[config.mk]
export PLATFORM = sky130hd
export DESIGN_NAME = uil_core
export DESIGN_NICKNAME = d
export VERILOG_FILES = /design/src/hdl/uil_baud_gen.v /design/src/hdl/uil_core.v
export VERILOG_INCLUDE_DIRS = /design/src /design/src/hdl
export SDC_FILE = /design/constraint.sdc
export NUM_CORES = 1
export LEC_CHECK = 0
export BUFFER_PORTS_ARGS = -buffer_cell sky130_fd_sc_hd__buf_2
export CELL_PAD_IN_SITES_DETAIL_PLACEMENT = 0
export CELL_PAD_IN_SITES_GLOBAL_PLACEMENT = 2
export CORE_ASPECT_RATIO = 1.25
export CORE_MARGIN = 2
export CORE_UTILIZATION = 37
export CTS_CLUSTER_DIAMETER = 30
export DETAILED_ROUTE_END_ITERATION = 16
export GPL_TIMING_DRIVEN = 0
export PLACE_DENSITY_LB_ADDON = 0.08
export SETUP_SLACK_MARGIN = 0.5
export SLEW_MARGIN = 20
export SYNTH_ARGS = -nofsm -noshare
export SYNTH_HDL_FRONTEND = slang
export SYNTH_SLANG_ARGS = --single-unit
export TNS_END_PERCENT = 50
[constraint.sdc]
create_clock -name mclk_i -period 4.3 [get_ports mclk_i]
set_input_delay 0.86 -clock mclk_i [delete_from_list [all_inputs] [get_ports mclk_i]]
set_output_delay 0.86 -clock mclk_i [all_outputs]
set_load 0.05 [all_outputs]
[src/hdl/uil_defines.vh]
// Constants for the IrDA / LIN master serial port block
`ifndef UIL_DEFINES_VH
`define UIL_DEFINES_VH
`define UIL_FUNC_UART 3'h0
`define UIL_FUNC_LIN 3'h1
`define UIL_FUNC_IRDA 3'h2
`define UIL_HSEL_BREAK 2'h0
`define UIL_HSEL_SYNC 2'h1
`define UIL_HSEL_FULL 2'h2
`define UIL_SYNC_BYTE 8'h55
`define UIL_OVS_LAST 4'hF
`define UIL_IR_PULSE_START 4'h6
`define UIL_IR_PULSE_END 4'h9
`define UIL_BRD_OFFSET 16'h0002
`define UIL_BREAK_BASE 5'h0C
`define UIL_DELIM_BASE 3'h1
`define UIL_BRK_DET_MIN 5'h0B
`define UIL_DATA_BITS 4'h8
`endif

[src/hdl/uil_baud_gen.v]
// Oversampling tick generator: one tick per sixteenth of a bit
`timescale 1ns/100ps
`default_nettype none
`include "uil_defines.vh"
module uil_baud_gen
#(
    parameter DIV_W = 16
)
(
    input wire mclk_i,
    input wire rst_i,
    input wire [DIV_W-1:0] baud_divider_i,
    output reg ovs_tick_o
);
    reg [DIV_W:0] cnt_reg;
    wire [DIV_W:0] limit = {1'b0, baud_divider_i} + {1'b0, `UIL_BRD_OFFSET} - 17'h00001;

    // Divide by divider plus two; the sixteen ticks make the bit
    always @(posedge mclk_i or posedge rst_i)
    begin
        if (rst_i)
        begin
            cnt_reg <= 17'h00000;
            ovs_tick_o <= 1'b0;
        end
        else if (cnt_reg >= limit)
        begin
            cnt_reg <= 17'h00000;
            ovs_tick_o <= 1'b1;
        end
        else
        begin
            cnt_reg <= cnt_reg + 17'h00001;
            ovs_tick_o <= 1'b0;
        end
    end
endmodule
`default_nettype wire

[src/hdl/uil_core.v]
// IrDA encoder/decoder and LIN master header engine of the serial port
`timescale 1ns/100ps
`default_nettype none
`include "uil_defines.vh"
module uil_core
(
    input wire mclk_i,
    input wire rst_i,
    input wire [2:0] function_select_i,
    input wire [15:0] baud_divider_i,
    input wire [1:0] header_select_i,
    input wire [7:0] protected_id_field_i,
    input wire id_parity_hw_enable_i,
    input wire header_send_request_i,
    input wire [3:0] break_length_i,
    input wire [1:0] delimiter_length_i,
    input wire [7:0] interbyte_delay_i,
    input wire bit_error_check_enable_i,
    input wire break_detect_enable_i,
    input wire tx_data_valid_i,
    input wire [7:0] tx_data_i,
    input wire bit_error_clear_i,
    input wire lin_irq_clear_i,
    input wire break_detected_clear_i,
    input wire rx_pin_i,
    output wire tx_data_ready_o,
    output reg header_send_busy_o,
    output reg tx_empty_flag_o,
    output reg bit_error_flag_o,
    output reg break_detected_flag_o,
    output reg lin_irq_flag_o,
    output reg [7:0] rx_data_o,
    output reg rx_available_o,
    output reg tx_pin_o
);
    localparam ST_IDLE = 6'h01;
    localparam ST_BREAK = 6'h02;
    localparam ST_DELIM = 6'h04;
    localparam ST_BYTE = 6'h08;
    localparam ST_GAP = 6'h10;

    wire ovs_tick;
    wire lin_mode = (function_select_i == `UIL_FUNC_LIN);
    wire ir_mode = (function_select_i == `UIL_FUNC_IRDA);

    reg rx_meta_reg;
    reg rx_sync_reg;
    reg [5:0] state_reg;
    reg [3:0] ovs_reg;
    reg [7:0] bitcnt_reg;
    reg [9:0] shift_reg;
    reg [7:0] id_pend_reg;
    reg id_pend_reg_v;
    reg nrz_tx;
    reg [3:0] rx_ovs_reg;
    reg [3:0] rx_bit_reg;
    reg [7:0] rx_shift_reg;
    reg rx_busy_reg;
    reg [4:0] brk_cnt_reg;
    reg [3:0] brk_ovs_reg;
    reg brk_armed_reg;
    reg sync_pend_reg;
    reg rx_idle_seen_reg;
    reg rx_low_seen_reg;

    uil_baud_gen #(.DIV_W(16)) u_baud
    (
        .mclk_i(mclk_i),
        .rst_i(rst_i),
        .baud_divider_i(baud_divider_i),
        .ovs_tick_o(ovs_tick)
    );

    // Hardware identifier parity from six identifier bits
    function [7:0] uil_pid;
        input [7:0] id;
        input hw;
        begin
            if (hw)
                uil_pid = {~(id[1] ^ id[3] ^ id[4] ^ id[5]),
                    id[0] ^ id[1] ^ id[2] ^ id[4], id[5:0]};
            else
                uil_pid = id;
        end
    endfunction

    // Frame a byte as stop, data, start for LSB-first shifting
    function [9:0] uil_frame;
        input [7:0] d;
        begin
            uil_frame = {1'b1, d, 1'b0};
        end
    endfunction

    // Pin input passes two flops before any logic reads it
    always @(posedge mclk_i or posedge rst_i)
    begin
        if (rst_i)
        begin
            rx_meta_reg <= 1'b1;
            rx_sync_reg <= 1'b1;
        end
        else
        begin
            rx_meta_reg <= rx_pin_i;
            rx_sync_reg <= rx_meta_reg;
        end
    end

    // Half duplex: IrDA never accepts data while receiving
    assign tx_data_ready_o = (state_reg == ST_IDLE) && (lin_mode || ir_mode)
        && !(ir_mode && rx_busy_reg);

    wire [7:0] delim_bits = {5'h00, `UIL_DELIM_BASE} + {6'h00, delimiter_length_i};
    wire [7:0] break_bits = {3'h0, `UIL_BREAK_BASE} + {4'h0, break_length_i};
    wire bit_end = ovs_tick && (ovs_reg == `UIL_OVS_LAST);
    wire [7:0] byte_bits = {4'h0, `UIL_DATA_BITS} + 8'h02;

    // Transmit sequencer: break, delimiter, bytes and gaps
    always @(posedge mclk_i or posedge rst_i)
    begin
        if (rst_i)
        begin
            state_reg <= ST_IDLE;
            ovs_reg <= 4'h0;
            bitcnt_reg <= 8'h00;
            shift_reg <= 10'h3FF;
            id_pend_reg <= 8'h00;
            id_pend_reg_v <= 1'b0;
            sync_pend_reg <= 1'b0;
            nrz_tx <= 1'b1;
            header_send_busy_o <= 1'b0;
            tx_empty_flag_o <= 1'b1;
        end
        else
        begin
            if (ovs_tick)
                ovs_reg <= ovs_reg + 4'h1;
            case (state_reg)
                ST_IDLE:
                begin
                    nrz_tx <= 1'b1;
                    // Start on a tick so every header bit is exactly sixteen ticks long
                    if (lin_mode && header_send_request_i && !header_send_busy_o && ovs_tick)
                    begin
                        header_send_busy_o <= 1'b1;
                        sync_pend_reg <= (header_select_i != `UIL_HSEL_BREAK);
                        tx_empty_flag_o <= 1'b0;
                        id_pend_reg <= uil_pid(protected_id_field_i, id_parity_hw_enable_i);
                        id_pend_reg_v <= (header_select_i == `UIL_HSEL_FULL);
                        state_reg <= ST_BREAK;
                        bitcnt_reg <= break_bits;
                        ovs_reg <= 4'h0;
                    end
                    else if (tx_data_valid_i && tx_data_ready_o)
                    begin
                        tx_empty_flag_o <= 1'b0;
                        shift_reg <= uil_frame(tx_data_i);
                        bitcnt_reg <= byte_bits;
                        state_reg <= ST_BYTE;
                        ovs_reg <= 4'h0;
                    end
                end
                ST_BREAK:
                begin
                    nrz_tx <= 1'b0;
                    if (bit_end)
                    begin
                        bitcnt_reg <= bitcnt_reg - 8'h01;
                        if (bitcnt_reg == 8'h01)
                        begin
                            state_reg <= ST_DELIM;
                            bitcnt_reg <= delim_bits;
                        end
                    end
                end
                ST_DELIM, ST_GAP:
                begin
                    nrz_tx <= 1'b1;
                    if (bit_end)
                    begin
                        bitcnt_reg <= bitcnt_reg - 8'h01;
                        // Decide at the bit edge, so no idle cycle stretches the line
                        if (bitcnt_reg <= 8'h01)
                        begin
                            if (header_send_busy_o && sync_pend_reg)
                            begin
                                shift_reg <= uil_frame(`UIL_SYNC_BYTE);
                                sync_pend_reg <= 1'b0;
                                bitcnt_reg <= byte_bits;
                                state_reg <= ST_BYTE;
                            end
                            else if (header_send_busy_o && id_pend_reg_v)
                            begin
                                shift_reg <= uil_frame(id_pend_reg);
                                id_pend_reg_v <= 1'b0;
                                bitcnt_reg <= byte_bits;
                                state_reg <= ST_BYTE;
                            end
                            else
                            begin
                                header_send_busy_o <= 1'b0;
                                tx_empty_flag_o <= 1'b1;
                                shift_reg <= 10'h3FF;
                                state_reg <= ST_IDLE;
                            end
                        end
                    end
                end
                ST_BYTE:
                begin
                    nrz_tx <= shift_reg[0];
                    if (bit_end)
                    begin
                        shift_reg <= {1'b1, shift_reg[9:1]};
                        bitcnt_reg <= bitcnt_reg - 8'h01;
                        // Count frame bits; trailing ones must not end the byte early
                        if (bitcnt_reg == 8'h01)
                        begin
                            state_reg <= ST_GAP;
                            bitcnt_reg <= interbyte_delay_i + 8'h01;
                        end
                    end
                end
                default:
                    state_reg <= ST_IDLE;
            endcase
        end
    end

    // IrDA encoder: pulse in fixed slots 6..8 of sixteen for a zero bit
    always @(posedge mclk_i or posedge rst_i)
    begin
        if (rst_i)
            tx_pin_o <= 1'b0;
        else if (ir_mode)
            tx_pin_o <= !nrz_tx && (ovs_reg >= `UIL_IR_PULSE_START)
                && (ovs_reg < `UIL_IR_PULSE_END);
        else
            tx_pin_o <= nrz_tx;
    end

    // IrDA decoder / LIN receiver: high idle, low start, sample mid bit
    wire rx_bit = rx_sync_reg;
    // IrDA pulse is short, so any low since the last sample means zero
    wire rx_nrz = ir_mode ? !(rx_low_seen_reg || !rx_bit) : rx_bit;
    always @(posedge mclk_i or posedge rst_i)
    begin
        if (rst_i)
        begin
            rx_busy_reg <= 1'b0;
            rx_ovs_reg <= 4'h0;
            rx_bit_reg <= 4'h0;
            rx_shift_reg <= 8'h00;
            rx_data_o <= 8'h00;
            rx_available_o <= 1'b0;
            rx_idle_seen_reg <= 1'b0;
            rx_low_seen_reg <= 1'b0;
        end
        else
        begin
            rx_available_o <= 1'b0;
            // A new start needs idle first, so a long break is one character
            if (rx_bit && !rx_busy_reg)
                rx_idle_seen_reg <= 1'b1;
            if (!rx_busy_reg)
            begin
                if (!rx_bit && rx_idle_seen_reg && (ir_mode || lin_mode)
                    && !(ir_mode && state_reg != ST_IDLE))
                begin
                    rx_busy_reg <= 1'b1;
                    rx_idle_seen_reg <= 1'b0;
                    rx_low_seen_reg <= 1'b0;
                    rx_ovs_reg <= 4'h0;
                    rx_bit_reg <= 4'h0;
                end
            end
            else
            begin
                if (!rx_bit)
                    rx_low_seen_reg <= 1'b1;
                if (ovs_tick)
                begin
                    rx_ovs_reg <= rx_ovs_reg + 4'h1;
                    if (rx_ovs_reg == 4'h8)
                    begin
                        rx_low_seen_reg <= 1'b0;
                        rx_bit_reg <= rx_bit_reg + 4'h1;
                        if (rx_bit_reg != 4'h0 && rx_bit_reg <= `UIL_DATA_BITS)
                            rx_shift_reg <= {rx_nrz, rx_shift_reg[7:1]};
                        if (rx_bit_reg == `UIL_DATA_BITS + 4'h1)
                        begin
                            rx_busy_reg <= 1'b0;
                            rx_data_o <= rx_shift_reg;
                            rx_available_o <= 1'b1;
                        end
                    end
                end
            end
        end
    end

    // Break seen: armed, line back high, first tick of the delimiter
    wire brk_hit = break_detect_enable_i && lin_mode && brk_armed_reg && rx_bit && ovs_tick
        && (brk_ovs_reg == 4'h0);

    // Break detector, separate from the receiver above
    always @(posedge mclk_i or posedge rst_i)
    begin
        if (rst_i)
        begin
            brk_cnt_reg <= 5'h00;
            brk_ovs_reg <= 4'h0;
            brk_armed_reg <= 1'b0;
            break_detected_flag_o <= 1'b0;
        end
        else
        begin
            if (!break_detect_enable_i || !lin_mode || rx_bit)
                brk_ovs_reg <= 4'h0;
            else if (ovs_tick)
            begin
                brk_ovs_reg <= brk_ovs_reg + 4'h1;
                if (brk_ovs_reg == `UIL_OVS_LAST && brk_cnt_reg != 5'h1F)
                    brk_cnt_reg <= brk_cnt_reg + 5'h01;
            end
            if (rx_bit && brk_cnt_reg > `UIL_BRK_DET_MIN)
                brk_armed_reg <= 1'b1;
            if (rx_bit)
                brk_cnt_reg <= 5'h00;
            if (brk_armed_reg && rx_bit && ovs_tick && brk_ovs_reg == 4'h0)
                brk_armed_reg <= 1'b0;
            // Set wins over a clear arriving in the same cycle
            if (brk_hit)
                break_detected_flag_o <= 1'b1;
            else if (break_detected_clear_i && lin_irq_clear_i)
                break_detected_flag_o <= 1'b0;
        end
    end

    // Bit error check: transmit level and synced RX compared at mid-bit of each byte only
    wire bit_err_hit = bit_error_check_enable_i && lin_mode && (state_reg == ST_BYTE)
        && (ovs_reg == 4'h8) && (rx_bit != nrz_tx);
    always @(posedge mclk_i or posedge rst_i)
    begin
        if (rst_i)
        begin
            bit_error_flag_o <= 1'b0;
            lin_irq_flag_o <= 1'b0;
        end
        else
        begin
            if (bit_err_hit)
                bit_error_flag_o <= 1'b1;
            else if (bit_error_clear_i && lin_irq_clear_i)
                bit_error_flag_o <= 1'b0;
            if (bit_err_hit || brk_hit)
                lin_irq_flag_o <= 1'b1;
            else if (lin_irq_clear_i)
                lin_irq_flag_o <= 1'b0;
        end
    end
endmodule
`default_nettype wire

==> run summary <==
status = finished, final reports clean
Vias/cell = 5.164
Final Routed Wirelength = 14760 um
share of flip-flops with an asynchronous set or reset = 100.0%
Post-DP Area = 6858 sq um
Net Sw Frac = 37.27%
Worst-Skew Late Latency = 0.37 ns
post-CTS setup buffer count = 0
Finished Cell Area = 7164 sq um
reg2reg path depth = 8
relative slew slack = 57.49%
Internal = 2.050 mW
Worst setup EP type = flop
sequential share of the synthesized area = 41.25%
root buf cell = clkbuf_16
RSZ-0062 raised after global routing = false
PD cells = 456.1 nW/um^2
grt total ovfl = 0
Reg2Reg Setup Slack = 2.04 ns
min Tclk post-route = 3.280 ns
share of cells above drive strength 1 = 21.95%
setup TNS = 0 ns
Die ar. = 17730 sq um
gpl congestion = 0.8080
Placed Cells = 938
Final ANT Viol Nets = 0
1st-iter DRT viols = 215
overall die height = 148.4 um
Yosys Warn Count = 0
hold_sp = rx_meta_reg
Longest Clk Path Bufs = 2
Post-Layout Cell Count = 954
Core Region = 16270 sq um
main combinational cell family by area after synthesis = simple AND/OR/NAND/NOR gates
fmax = 304.9 MHz
Clk pwr share = 25.8%
Setup Viol. Count Final = 0
GR Util met3 = 2.301%
Worst-Margin Slew = 0.6342 ns
Port Buffers = 77
CTS-repair resized insts = 0
FF-to-FF End = u_baud.cnt_reg[11]
critical path fanouts, max = 10
fin nets = 831
post-synthesis mux area share = 5.658%
Reg clk slew, reported paths = 0.08 ns
Top Ports = 78
Final Skew = 0.01597 ns
first-pass GRT wire length = 24660 um
M2 GR Usage = 30.06%
hold crit path type = flop to flop
Synth Instances = 644
Sink Count = 101
Hold EP = rx_bit
number of hold buffers added after cts = 0
WP data required = 4.52 ns
Mean Syn Cell Area = 9.580 sq um
Post-Syn Area = 6170 sq um
htree depth = 3
Post-Synth Adder-Cell Area = 7.301%
Compound-Gate Fraction of Synth Area = 13.40%
CTS tree = done
Crit Reg-Reg Startpoint = u_baud.cnt_reg[7]
Final Cycle Share = 76.27%
Max Cap Violations = 0
net switching power = 1.218 mW
largest net degree at the start of global routing = 58
count of cell types in the netlist = 72
Slew Limit Fails = 0
1st-pass router iterations = 4
Layout area overhead = 16.12%
GRT Util Overall = 17.36%
simple-gate share of the synthesized area = 20.97%
sequential share of power = 41.6%
XOR/XNOR share of the synthesized area = 8.376%
Die Span X = 119.5 um
Core Rows = 52
overall power = 3.267 mW
DRC errors left = 0
WHS Path Cells = 0
leakage power = 3.307 nW
main flop type after synthesis = dfrtp_1
Largest register FFs = 17
combinational share of power = 32.5%
crit path DAT = 3.50 ns
most frequent cells in the layout = dfrtp_1 (87), nand2_1 (82), buf_2 (80)
Post-synth EDFFs = 0
flops & latches, synth = 101
GR Util met1 = 22.50%
Final HPWL DP = 11290 um
commonest non-fill, non-tap cell in the layout = dfrtp_1
Initial Utilization = 37.93%
Critical Path Start Type = primary input
antenna violations before repair = 0
gr busiest metal = met2
wire length per cell = 15.47 um
Layout fillers = 1632
Crit Path Class = primary input to flop
post-synth net total = 742
vias in the first global route = 4977
Min Hold Slack = 0.3615 ns
final hold violations = 0
CTS Buf Count = 9
Antenna diodes = 0
Peak supply drop = 0.0001749 V
vias post-DR = 4926
-- cells by family after synthesis --
family	count (synthesis)
compound gates	122
xor+xnor	59
fa+ha+maj	36
buf+inv	42
flops	101
mux	29
simple gates	255
-- metrics by stage --
stage	setup slack, ns	utilization, %
6_report	1.020	44.05
5_1_grt	0.8014	44.05
4_1_cts	1.016	44.05
3_5_place_dp	0.6474	42.16
3_3_place_gp	-0.5777	41.96
2_1_floorplan	0.8160	-
-- worst max-delay path by stage --
| stage | startpoint | endpoint | slack (ns) | cells after the start |
|---|---|---|---|---|
| floorplan | rst_i | bit_error_flag_o | 0.82 | 1 |
| global placement | rst_i | ovs_reg[1] | -0.58 | 2 |
| detailed placement | baud_divider_i[0] | u_baud.cnt_reg[11] | 0.65 | 14 |
| CTS | baud_divider_i[0] | u_baud.cnt_reg[11] | 1.02 | 14 |
| global route | baud_divider_i[0] | u_baud.cnt_reg[11] | 0.80 | 14 |
| finish | baud_divider_i[0] | u_baud.cnt_reg[11] | 1.02 | 14 |
-- layout make-up --
type / count / area (sq um) / share of cell area [%]
Sequential cell: 101 / 2545 / 35.52
Timing Repair Buffer: 78 / 412.9 / 5.763
Inverter: 28 / 110.1 / 1.537
Multi-Input combinational cell: 501 / 3437 / 47.97
Tap cell: 216 / 270.3 / 3.772
Clock inverter: 7 / 81.33 / 1.135
Buffer: 14 / 82.58 / 1.153
Clock buffer: 9 / 225.2 / 3.144
-- routing by layer --
metal / vias to the layer above / wire (um)
met3: 13 / 414
li1: 2457 / -
met1: 2399 / 6672
met5: - / 0
met2: 57 / 7471
met4: 0 / 203
-- cells in the mapped netlist, types with 8 or more instances --
cell type / n / area [sq um]
nand3_1: 34 / 170.2
a21oi_1: 38 / 190.2
ha_1: 36 / 450.4
dfrtp_1: 87 / 2177
xnor2_1: 27 / 236.5
nand2_1: 82 / 307.8
dfstp_2: 14 / 367.9
a22oi_1: 10 / 75.07
o21ai_0: 21 / 105.1
mux2_4: 8 / 120.1
nor3_1: 14 / 70.07
xor2_1: 32 / 280.3
nand4_1: 13 / 81.33
mux2_2: 14 / 157.7
and3_1: 12 / 75.07
inv_1: 27 / 101.4
nor2_1: 52 / 195.2
-- critical path, cell delays in order --
cell	delay, ns
buf_2	0.11
ha_1	0.20
and3_1	0.17
clkbuf_1	0.22
nand3_1	0.12
xor2_1	0.16
ha_1	0.29
nand2_1	0.07
o21a_1	0.19
o221ai_1	0.19
nand3_1	0.10
nand4_1	0.28
clkbuf_1	0.41
a21oi_1	0.12
-- power by group through the flow --
stage | Clock (mW) | Sequential (mW) | Combinational [mW]
6_report | 0.844 | 1.36 | 1.06
3_3_place_gp | 0 | 1.37 | 1.04
2_1_floorplan | 0 | 1.36 | 0.799
4_1_cts | 0.872 | 1.36 | 1.07
3_5_place_dp | 0 | 1.38 | 1.07
5_1_grt | 0.920 | 1.39 | 1.19
Note: power is estimated with default switching activity, not from simulation.
